--- src/hdl/rsc_defines.vh ---
`ifndef RSC_DEFINES_VH
`define RSC_DEFINES_VH
// Register indexes; byte address is four times the index
`define RSC_IDX_POST_TX        8'h17
`define RSC_IDX_CAL_TIMEOUT    8'h18
`define RSC_ADDR_POST_TX       10'h05C
`define RSC_ADDR_CAL_TIMEOUT   10'h060
// Field positions
`define RSC_POSTTX_LSB         0
`define RSC_POSTTX_MSB         1
`define RSC_WAIT_LSB           2
`define RSC_WAIT_MSB           3
`define RSC_AUTOCAL_LSB        4
`define RSC_AUTOCAL_MSB        5
// Reset values
`define RSC_POSTTX_RST         2'h0
`define RSC_AUTOCAL_RST        2'h0
`define RSC_WAIT_RST           2'h2
// Post-transmit codes
`define RSC_NEXT_IDLE          2'h0
`define RSC_NEXT_SYNTH_ON      2'h1
`define RSC_NEXT_STAY_TX       2'h2
`define RSC_NEXT_RX_UNUSED     2'h3
// Auto-calibration codes
`define RSC_CAL_NEVER          2'h0
`define RSC_CAL_ENTER_TX       2'h1
`define RSC_CAL_LEAVE_TX       2'h2
`define RSC_CAL_EVERY_FOURTH   2'h3
// Power-on wait expire counts
`define RSC_EXPIRE_0           9'h001
`define RSC_EXPIRE_1           9'h010
`define RSC_EXPIRE_2           9'h040
`define RSC_EXPIRE_3           9'h100
`define RSC_RIPPLE_MAX         6'h3F
`endif

--- src/hdl/rsc_radio_state_config.v ---
// Functional notes
// RULE1: After a sent packet the next state is idle for post-transmit code 0 and synth-on-ready for code 1.
// RULE2: For post-transmit code 2 the radio stays in transmit and restarts preamble after a packet.
// RULE3: Software must never write post-transmit code 3, the unimplemented go-to-receive choice.
// RULE4: Auto-calibration code 1 calibrates when leaving idle for transmit or synth-on, code 2 on transmit to idle; code 1 uses idle_to_tx only.
// RULE5: Auto-calibration code 0 never calibrates by itself; only the manual calibrate strobe calibrates.
// RULE6: Auto-calibration code 3 calibrates on every fourth transmit-to-idle move, counted in hardware.
// RULE7: After oscillator start a six-bit ripple counter must expire the selected number of times before ready goes low.
// RULE8: Power-on wait codes 0 to 3 give 1, 16, 64 and 256 expiries, with code 2 after reset.
// RULE9: With the oscillator kept on in power-down, software should pick a wait long enough for the supply, code 2.
// RULE10: With the oscillator off in power-down, software may pick code 0, though code 2 stays the safer choice.
// RULE11: The power-on wait field keeps its value through sleep power-down.
// RULE12: Reserved bits of both registers read as zero and ignore writes.
`include "rsc_defines.vh"
`default_nettype none
module rsc_radio_state_config #(
   parameter RIPPLE_BITS = 6
) (
   input  wire        hclk,
   input  wire        hresetn,
   input  wire        hsel,
   input  wire [31:0] haddr,
   input  wire [1:0]  htrans,
   input  wire        hwrite,
   input  wire [2:0]  hsize,
   input  wire [31:0] hwdata,
   input  wire        hready,
   output reg  [31:0] hrdata,
   output reg         hreadyout,
   output reg         hresp,
   input  wire        packet_sent,
   input  wire        idle_to_tx,
   input  wire        tx_to_idle,
   input  wire        manual_calibrate_strobe,
   input  wire        xosc_running,
   output reg  [1:0]  post_transmit_next_state,
   output reg         post_transmit_valid,
   output reg         calibrate_start,
   output reg         chip_ready_active_low
);
   // Ripple counter constants
   localparam [RIPPLE_BITS-1:0] RIPPLE_ZERO = {RIPPLE_BITS{1'b0}};
   localparam [RIPPLE_BITS-1:0] RIPPLE_ONE  = {{(RIPPLE_BITS-1){1'b0}}, 1'b1};
   localparam [RIPPLE_BITS-1:0] RIPPLE_MAX  = {RIPPLE_BITS{1'b1}};

   reg  [1:0]             post_tx_sel_r;
   reg  [1:0]             auto_calibration_select;
   reg  [1:0]             power_on_wait_select;
   reg                    wr_pend_r;
   reg  [9:0]             wr_addr_r;
   reg  [1:0]             fourth_cnt_r;
   reg  [RIPPLE_BITS-1:0] ripple_r;
   reg  [8:0]             expire_r;
   reg  [8:0]             expire_target;
   reg  [31:0]            rd_nxt;
   reg                    cal_nxt;
   wire                   addr_ok;
   wire                   ripple_wrap;
   wire                   wr_post_tx;
   wire                   wr_cal_timeout;
   wire                   fourth_due;

   assign addr_ok        = hsel && hready && htrans[1];
   assign ripple_wrap    = (ripple_r == RIPPLE_MAX);
   assign wr_post_tx     = wr_pend_r && (wr_addr_r == `RSC_ADDR_POST_TX);
   assign wr_cal_timeout = wr_pend_r && (wr_addr_r == `RSC_ADDR_CAL_TIMEOUT);
   assign fourth_due     = (fourth_cnt_r == 2'h3);

   // Read value of the addressed register
   always @* begin
      rd_nxt = 32'h0000_0000;
      case (haddr[9:0])
         `RSC_ADDR_POST_TX: begin
            rd_nxt[`RSC_POSTTX_MSB:`RSC_POSTTX_LSB] = post_tx_sel_r; // see RULE12
         end
         `RSC_ADDR_CAL_TIMEOUT: begin
            rd_nxt[`RSC_AUTOCAL_MSB:`RSC_AUTOCAL_LSB] = auto_calibration_select; // see RULE12
            rd_nxt[`RSC_WAIT_MSB:`RSC_WAIT_LSB]       = power_on_wait_select;
         end
         default: begin
            rd_nxt = 32'h0000_0000;
         end
      endcase
   end

   // Bus slave: zero wait states, always OKAY
   always @(posedge hclk or negedge hresetn) begin
      if (!hresetn) begin
         hreadyout <= 1'b1;
         hresp     <= 1'b0;
      end else begin
         hreadyout <= 1'b1;
         hresp     <= 1'b0;
      end
   end

   // Address phase capture and read data
   always @(posedge hclk or negedge hresetn) begin
      if (!hresetn) begin
         hrdata    <= 32'h0000_0000;
         wr_pend_r <= 1'b0;
         wr_addr_r <= 10'h000;
      end else begin
         wr_pend_r <= addr_ok && hwrite;
         if (addr_ok) begin
            wr_addr_r <= haddr[9:0];
            hrdata    <= hwrite ? 32'h0000_0000 : rd_nxt;
         end
      end
   end

   // Configuration storage; reset only by hresetn, so sleep keeps it
   always @(posedge hclk or negedge hresetn) begin
      if (!hresetn) begin
         post_tx_sel_r <= `RSC_POSTTX_RST;
      end else if (wr_post_tx) begin
         post_tx_sel_r <= hwdata[`RSC_POSTTX_MSB:`RSC_POSTTX_LSB]; // see RULE12
      end
   end

   always @(posedge hclk or negedge hresetn) begin
      if (!hresetn) begin
         auto_calibration_select <= `RSC_AUTOCAL_RST;
         power_on_wait_select    <= `RSC_WAIT_RST; // see RULE8
      end else if (wr_cal_timeout) begin
         auto_calibration_select <= hwdata[`RSC_AUTOCAL_MSB:`RSC_AUTOCAL_LSB];
         power_on_wait_select    <= hwdata[`RSC_WAIT_MSB:`RSC_WAIT_LSB]; // see RULE11
      end
   end

   // Next state after a sent packet
   always @(posedge hclk or negedge hresetn) begin
      if (!hresetn) begin
         post_transmit_next_state <= `RSC_NEXT_IDLE;
         post_transmit_valid      <= 1'b0;
      end else begin
         post_transmit_valid <= packet_sent;
         if (packet_sent) begin
            case (post_tx_sel_r)
               `RSC_NEXT_IDLE: begin
                  post_transmit_next_state <= `RSC_NEXT_IDLE; // see RULE1
               end
               `RSC_NEXT_SYNTH_ON: begin
                  post_transmit_next_state <= `RSC_NEXT_SYNTH_ON; // see RULE1
               end
               `RSC_NEXT_STAY_TX: begin
                  post_transmit_next_state <= `RSC_NEXT_STAY_TX; // see RULE2
               end
               default: begin
                  post_transmit_next_state <= `RSC_NEXT_IDLE; // see RULE3
               end
            endcase
         end
      end
   end

   // Calibration trigger
   always @* begin
      case (auto_calibration_select)
         `RSC_CAL_ENTER_TX: begin
            cal_nxt = idle_to_tx; // see RULE4
         end
         `RSC_CAL_LEAVE_TX: begin
            cal_nxt = tx_to_idle; // see RULE4
         end
         `RSC_CAL_EVERY_FOURTH: begin
            cal_nxt = tx_to_idle && fourth_due; // see RULE6
         end
         default: begin
            cal_nxt = 1'b0; // see RULE5
         end
      endcase
   end

   // Calibration start pulse
   always @(posedge hclk or negedge hresetn) begin
      if (!hresetn) begin
         calibrate_start <= 1'b0;
      end else begin
         calibrate_start <= cal_nxt || manual_calibrate_strobe; // see RULE5
      end
   end

   // Count of transmit-to-idle moves, running in every mode
   always @(posedge hclk or negedge hresetn) begin
      if (!hresetn) begin
         fourth_cnt_r <= 2'h0;
      end else if (tx_to_idle) begin
         fourth_cnt_r <= fourth_cnt_r + 2'h1; // see RULE6
      end
   end

   // Power-on wait after oscillator start
   always @* begin
      case (power_on_wait_select)
         2'h0: begin
            expire_target = `RSC_EXPIRE_0; // see RULE8
         end
         2'h1: begin
            expire_target = `RSC_EXPIRE_1;
         end
         2'h2: begin
            expire_target = `RSC_EXPIRE_2;
         end
         default: begin
            expire_target = `RSC_EXPIRE_3;
         end
      endcase
   end

   always @(posedge hclk or negedge hresetn) begin
      if (!hresetn) begin
         ripple_r              <= RIPPLE_ZERO;
         expire_r              <= 9'h000;
         chip_ready_active_low <= 1'b1;
      end else if (!xosc_running) begin
         ripple_r              <= RIPPLE_ZERO;
         expire_r              <= 9'h000;
         chip_ready_active_low <= 1'b1;
      end else if (chip_ready_active_low) begin
         ripple_r <= ripple_r + RIPPLE_ONE; // see RULE7
         if (ripple_wrap) begin
            expire_r <= expire_r + 9'h001;
            if (expire_r + 9'h001 >= expire_target)
               chip_ready_active_low <= 1'b0; // see RULE7
         end
      end
   end
endmodule // rsc_radio_state_config
`default_nettype wire

--- config.mk ---
export PLATFORM = sky130hd
export DESIGN_NAME = rsc_radio_state_config
export DESIGN_NICKNAME = d
export VERILOG_FILES = /design/src/hdl/rsc_radio_state_config.v
export VERILOG_INCLUDE_DIRS = /design/src /design/src/hdl
export SDC_FILE = /design/constraint.sdc
export NUM_CORES = 1
export LEC_CHECK = 0
export BUFFER_PORTS_ARGS = -buffer_cell sky130_fd_sc_hd__buf_2
export CAP_MARGIN = 30
export CORE_ASPECT_RATIO = 1.1
export CORE_MARGIN = 1.5
export CORE_UTILIZATION = 46
export CTS_CLUSTER_SIZE = 16
export DETAILED_ROUTE_END_ITERATION = 8
export PLACE_DENSITY = 0.83
export SLEW_MARGIN = 20
export SYNTH_ARGS = -nofsm -noshare
export SYNTH_HDL_FRONTEND = slang
export SYNTH_SLANG_ARGS = --single-unit
--- constraint.sdc ---
create_clock -name hclk -period 2.45 [get_ports hclk]
set_clock_uncertainty 0.15 [all_clocks]
set_input_delay 0.245 -clock hclk [delete_from_list [all_inputs] [get_ports hclk]]
set_output_delay 0.245 -clock hclk [all_outputs]
set_load 0.03 [all_outputs]
After elaboration in Yosys (flattened, before gate mapping)
Index checks and enable logic that the tools add are counted.
{"block": "op_classes", "addsub": 3, "order_cmp": 1, "n_eq_ne": 15, "n_mux": 15, "reduce_logical": 9}
{"operator": "$eq 10x7->1 const B", "count": 4}
{"operator": "$mux 9", "count": 3}
{"operator": "$pmux 9 s3", "count": 1}
{"operator": "$mux 6", "count": 3}
{"operator": "$eq 2x2->1 const B", "count": 5}
{"operator": "$add 9x1->9 const B", "count": 1}
{"operator": "$ge 9x9->1", "count": 1}
{"operator": "$add 6x1->6 const B", "count": 1}
{"operator": "$eq 2x1->1 const B", "count": 3}
{"operator": "$eq 6x6->1 const B", "count": 1}
{"operator": "$logic_and 1x1->1", "count": 6}
{"operator": "$mux 1", "count": 4}
{"operator": "$mux 4", "count": 1}
{"operator": "$ne 2x1->1 const B", "count": 2}
{"operator": "$pmux 2 s2", "count": 1}
{"operator": "$pmux 1 s3", "count": 1}
{"operator": "$add 2x1->2 const B", "count": 1}
{"operator": "$logic_not 2->1", "count": 1}
{"operator": "$mux 2", "count": 1}
{"operator": "$reduce_and 2->1", "count": 1}
{"operator": "$logic_or 1x1->1", "count": 1}
{"block": "word_totals", "regBits": 71, "inputBits": 79, "output_inout_bits": 39, "wordCells": 56}

Depth between registers and ports, before layout
{"block": "logic_depth", "depth_word": 7, "ltp_mapped": 9, "depth_no_buf": 9}

Worst setup path after synthesis
OpenSTA, ideal clock, no wires.
{"block": "synth_path", "path_kind": "register to register", "start": "register expire_r[0]", "end": "register chip_ready_active_low", "setup_time_ps": 105, "arrival_ps": 1830, "path_slack_ps": 364, "path_stages_with_launch": 10, "path_buffers": 0, "cell_sequence": "dfrtp_1 > ha_1 > and3_4 > nand3_2 > xnor2_1 > ha_1 > nand2_1 > a31oi_1 > o21a_1 > o41ai_1"}
{"block": "synth_between", "elab_chain_cells": 6}
{"element": "start: declaration", "line": "rsc_radio_state_config.v:53", "text": "reg [8:0] expire_r;"}
{"element": "start signal: assignment", "line": "rsc_radio_state_config.v:223", "text": "expire_r <= expire_r + 9'h001;"}
{"element": "$add 9x1->9", "line": "rsc_radio_state_config.v:224", "text": "if (expire_r + 9'h001 >= expire_target)"}
{"element": "$ge 9x9->1", "line": "rsc_radio_state_config.v:224"}
{"element": "$mux 1", "line": "rsc_radio_state_config.v:224"}
{"element": "$mux 1", "line": "rsc_radio_state_config.v:222", "text": "if (ripple_wrap) begin"}
{"element": "$mux 1", "line": "rsc_radio_state_config.v:220", "text": "end else if (chip_ready_active_low) begin"}
{"element": "$mux 1", "line": "rsc_radio_state_config.v:216", "text": "end else if (!xosc_running) begin"}
{"element": "end signal: assignment", "line": "rsc_radio_state_config.v:215", "text": "chip_ready_active_low <= 1'b1;"}
{"element": "end signal: assignment", "line": "rsc_radio_state_config.v:219", "text": "chip_ready_active_low <= 1'b1;"}
{"element": "end signal: assignment", "line": "rsc_radio_state_config.v:225", "text": "chip_ready_active_low <= 1'b0;"}
{"element": "end: declaration", "line": "rsc_radio_state_config.v:39", "text": "output reg chip_ready_active_low"}
No other way between the ends.
A chain may end at the register's enable or synchronous reset.

Final worst setup path
{"block": "layout_path", "start": "register expire_r[1]", "end": "register chip_ready_active_low"}
Same word-level chain as after synthesis.

==> results.txt <==
For this run, design rule violations remaining after detail routing come to 0. The number of antenna diodes came out at 0. Once the clock tree was built, the setup fixing pass inserted 0 buffers.

The static power due to leakage was 0.001276 uW; the sum of overflow across all layers after global routing was 0. In this run the worst setup path terminates at chip_ready_active_low. The average vias per placed instance was 5.122.

The first global-routing pass estimated 6893 microns of wire. The maximum net fanout on the critical path is 6. Data on the critical path is required at its endpoint by 2.50 ns.

In this run the count of I/O pins placed on the die edge is 118. The clock tree root buffer cell was clkbuf_8. The clock passes through at most 2 buffers.

The H-tree was split into 2 levels. Clock tree synthesis found a total of 45 sinks. Once the floorplan was initialized, standard cells occupied 47.42% of the core. The die covers 0.005558 sq mm. The fraction of registers with async set or reset after synthesis was 100.0%.

Setup repair after global routing left no endpoint under its margin. For the worst setup timing slack at the placement stage, the log shows 0.2179 ns. TritonCTS built the clock tree.

Dividing the detail-routed wire length by the instance count gives 12.51 microns. Dominant synthesized flop cell: dfrtp_1. Across the run, the number of max-cap violations was 0.

The run gives 0.7475 as the last weighted congestion value of the routability-driven placer. The tools report the end of the worst register-to-register path as chip_ready_active_low. Counting flops and latches in the post-synthesis netlist gives 45. The worst reg-to-reg path cell count works out to 9. The beginning of the worst register-to-register path was expire_r[1]. Summing the sequential cell areas from Yosys gives 47.93% of the chip area.

After layout, the worst path uses 91.91% of the clock period. The setup path with the least slack is of type reg -> reg. Across all register-to-register paths, the minimum setup slack is 0.20 ns. The worst setup path is captured at a flip-flop. The total chip power is 1637 uW.

The number of pins exceeding their max-slew limit in the final report is 0, and the sum of net half-perimeters after detailed placement is 2954 microns. Setup slack closes at 0.1983 ns. The number of global-route vias before repair came out at 1555. The total negative slack is 0 ns.

Once detail routing completed, the nets flagged for antenna violations numbered 0. In the final layout, the share of cells above drive strength 1 is 27.10%. For this design the ratio of total power to cell area is 615.8 mW/mm^2.

Count of TritonRoute iterations in the first routing pass: 4. Summing over every cut layer, the via total after detailed routing is 1639. The number of warnings printed during yosys synthesis was 0. The synthesized netlist occupies a cell area of 0.002355 sq mm. From bottom edge to top edge, the die measures 78.04 microns. In this run the tightest slew margin relative to its limit is 63.86%.

The number of I/O port buffers came out at 37. The peak supply drop was 0.0005411 V. For this block, the initial DRC count from the detailed router was 48. The logs give 31 for the maximum number of pins on one net before global-route repair and 0 for the number of antenna violations at the first check in global routing. The floorplan step set the die width to 71.22 microns.

Synthesis produced a netlist whose cell count is 216. The insertion delay to the later sink of the worst-skew pair is 0.30 ns, and the number of core rows is 27. Global routing consumed, over all layers together, 15.78% of the routing resources.

Subtracting the final worst setup slack from the clock period gives 2.252 ns. The critical path startpoint was expire_r[1]. The tools report the final number of hold-violating endpoints as 0. The min-delay analysis places its worst path in the category in -> reg. Area growth from synthesis to layout: 12.91%. The hold slack is 0.01423 ns. Yosys mapped a number of flops with a built-in enable equal to 0. The number of nets in the final layout was 347; the arrival time at the worst endpoint was 2.31 ns. Setup violations remaining at the end of the flow were counted as 0. The actual slew at the worst max-slew pin came out at 0.5372 ns.

Type of element launching the critical path: a flip-flop. The run finished with clean final reports. The final layout contains routed wiring with a total length of 4003 microns. Clock-pin slew was measured on the worst setup and hold paths at 0.09 ns.

The netlist uses 41 different library cells. The maximum clock frequency is 444.1 MHz. The core footprint is 0.004966 sq mm, and the number of CTS-inserted buffers is 5. The average instance in the mapped netlist occupies 10.90 sq um.
==> state kept, by name, indices dropped and copies added (netlist names), 2 cells and up <==
name,cells
power_on_wait_select,2
hrdata,6
expire_r,9
wr_addr_r,10
fourth_cnt_r,2
auto_calibration_select,2
post_tx_sel_r,2
ripple_r,6
post_transmit_next_state,2
==> cell families after synthesis <==
group	synth area share (%)
adder cells (fa/ha/maj)	3.719
AO/OA/AOI/OAI	8.076
buffers and inverters	10.63
XOR/XNOR	5.207
other	0.3189
flip-flops	47.93
AND/OR/NAND/NOR	15.14
multiplexers	8.980
==> where the power goes <==
part / internal (uW) / total (uW) / switching [uW]
Sequential: 807 / 847 / 39.9
Combinational: 88.1 / 221 / 133
Clock: 332 / 570 / 237
Total: 1230 / 1640 / 410
==> worst max-delay path, cell delays in order (launching register included) <==
cell and delay, ns:
dfrtp_1 0.42, ha_1 0.24, and3_4 0.22, nand3_2 0.14
xnor2_1 0.16, ha_1 0.30, nand2_1 0.08, a31oi_1 0.04
o21a_1 0.11, o41ai_1 0.29
==> layout by cell type, fill, tap and decap left out, types with 4 or more instances in the layout <==
| cell type | instances |
|---|---|
| nor2_1 | 16 |
| buf_2 | 37 |
| a21oi_1 | 6 |
| o21ai_0 | 8 |
| xor2_1 | 11 |
| mux2_2 | 17 |
| clkbuf_8 | 6 |
| dfrtp_1 | 43 |
| nand4_1 | 7 |
| nand2_1 | 9 |
| ha_1 | 7 |
| inv_1 | 5 |
| buf_4 | 4 |
| a22o_1 | 6 |
| nor3_1 | 4 |
| conb_1 | 28 |
==> worst min-delay path by stage <==
stage                     from                    endpoint  cells past startpoint
finish              tx_to_idle             fourth_cnt_r[0]                      2
global route        tx_to_idle             fourth_cnt_r[0]                      2
floorplan              hresetn  auto_calibration_select[0]                      0
CTS                     hwrite                   wr_pend_r                      3
global placement       hresetn            post_tx_sel_r[0]                      1
detailed placement     hresetn            post_tx_sel_r[1]                      1
==> per-layer routing <==
metal / wire length (microns) / global-route usage [%]
met5: 0 / 0
met4: 102 / 8.113
met3: 221 / 4.365
met2: 1980 / 26.20
met1: 1699 / 18.54
==> metrics by stage <==
step,area (sq um),instances,utilization [%]
5_1_grt,2659,320,53.54
2_1_floorplan,2452,242,-
4_1_cts,2659,320,53.54
3_5_place_dp,2512,309,50.59
3_3_place_gp,2512,309,50.59
6_report,2659,320,53.54
==> cell usage after synthesis (2+ instances only) <==
cell type,count,area share (%)
nor2_1,16,2.6
nand4_1,7,1.9
or3_1,3,0.80
buf_4,28,8.9
conb_1,2,0.32
a21oi_1,6,1.3
dfstp_2,2,2.2
inv_1,5,0.80
nor4b_1,2,0.74
o21ai_0,8,1.7
clkbuf_1,2,0.32
buf_2,2,0.43
nand2b_1,3,0.80
mux2_2,17,8.1
o31ai_1,2,0.64
mux2i_1,2,0.85
nor4_1,2,0.53
xor2_1,11,4.1
nor3_1,4,0.85
a22o_1,6,2.2
nand3_2,3,1.3
dfrtp_1,43,46
a31oi_1,2,0.53
ha_1,7,3.7
nand3b_1,3,0.96
xnor2_1,3,1.1
o21a_1,2,0.64
nand2_1,9,1.4
or4_1,2,0.64
==> final cells by class <==
cell class	instances	area, sq um
Inverter	6	22.52
Clock buffer	7	86.33
Fill cell	425	2307
Sequential cell	45	1129
Clock inverter	1	30.03
Multi-Input combinational cell	159	1074
Tap cell	58	72.57
Timing Repair Buffer	44	245.2
==> what timing repair did <==
item                                   4_1_cts  5_1_grt
endpoints found under the hold margin       17        0
hold buffers                                 3        0
gates resized for setup                      0        0
(Power assumes the default switching activity.)
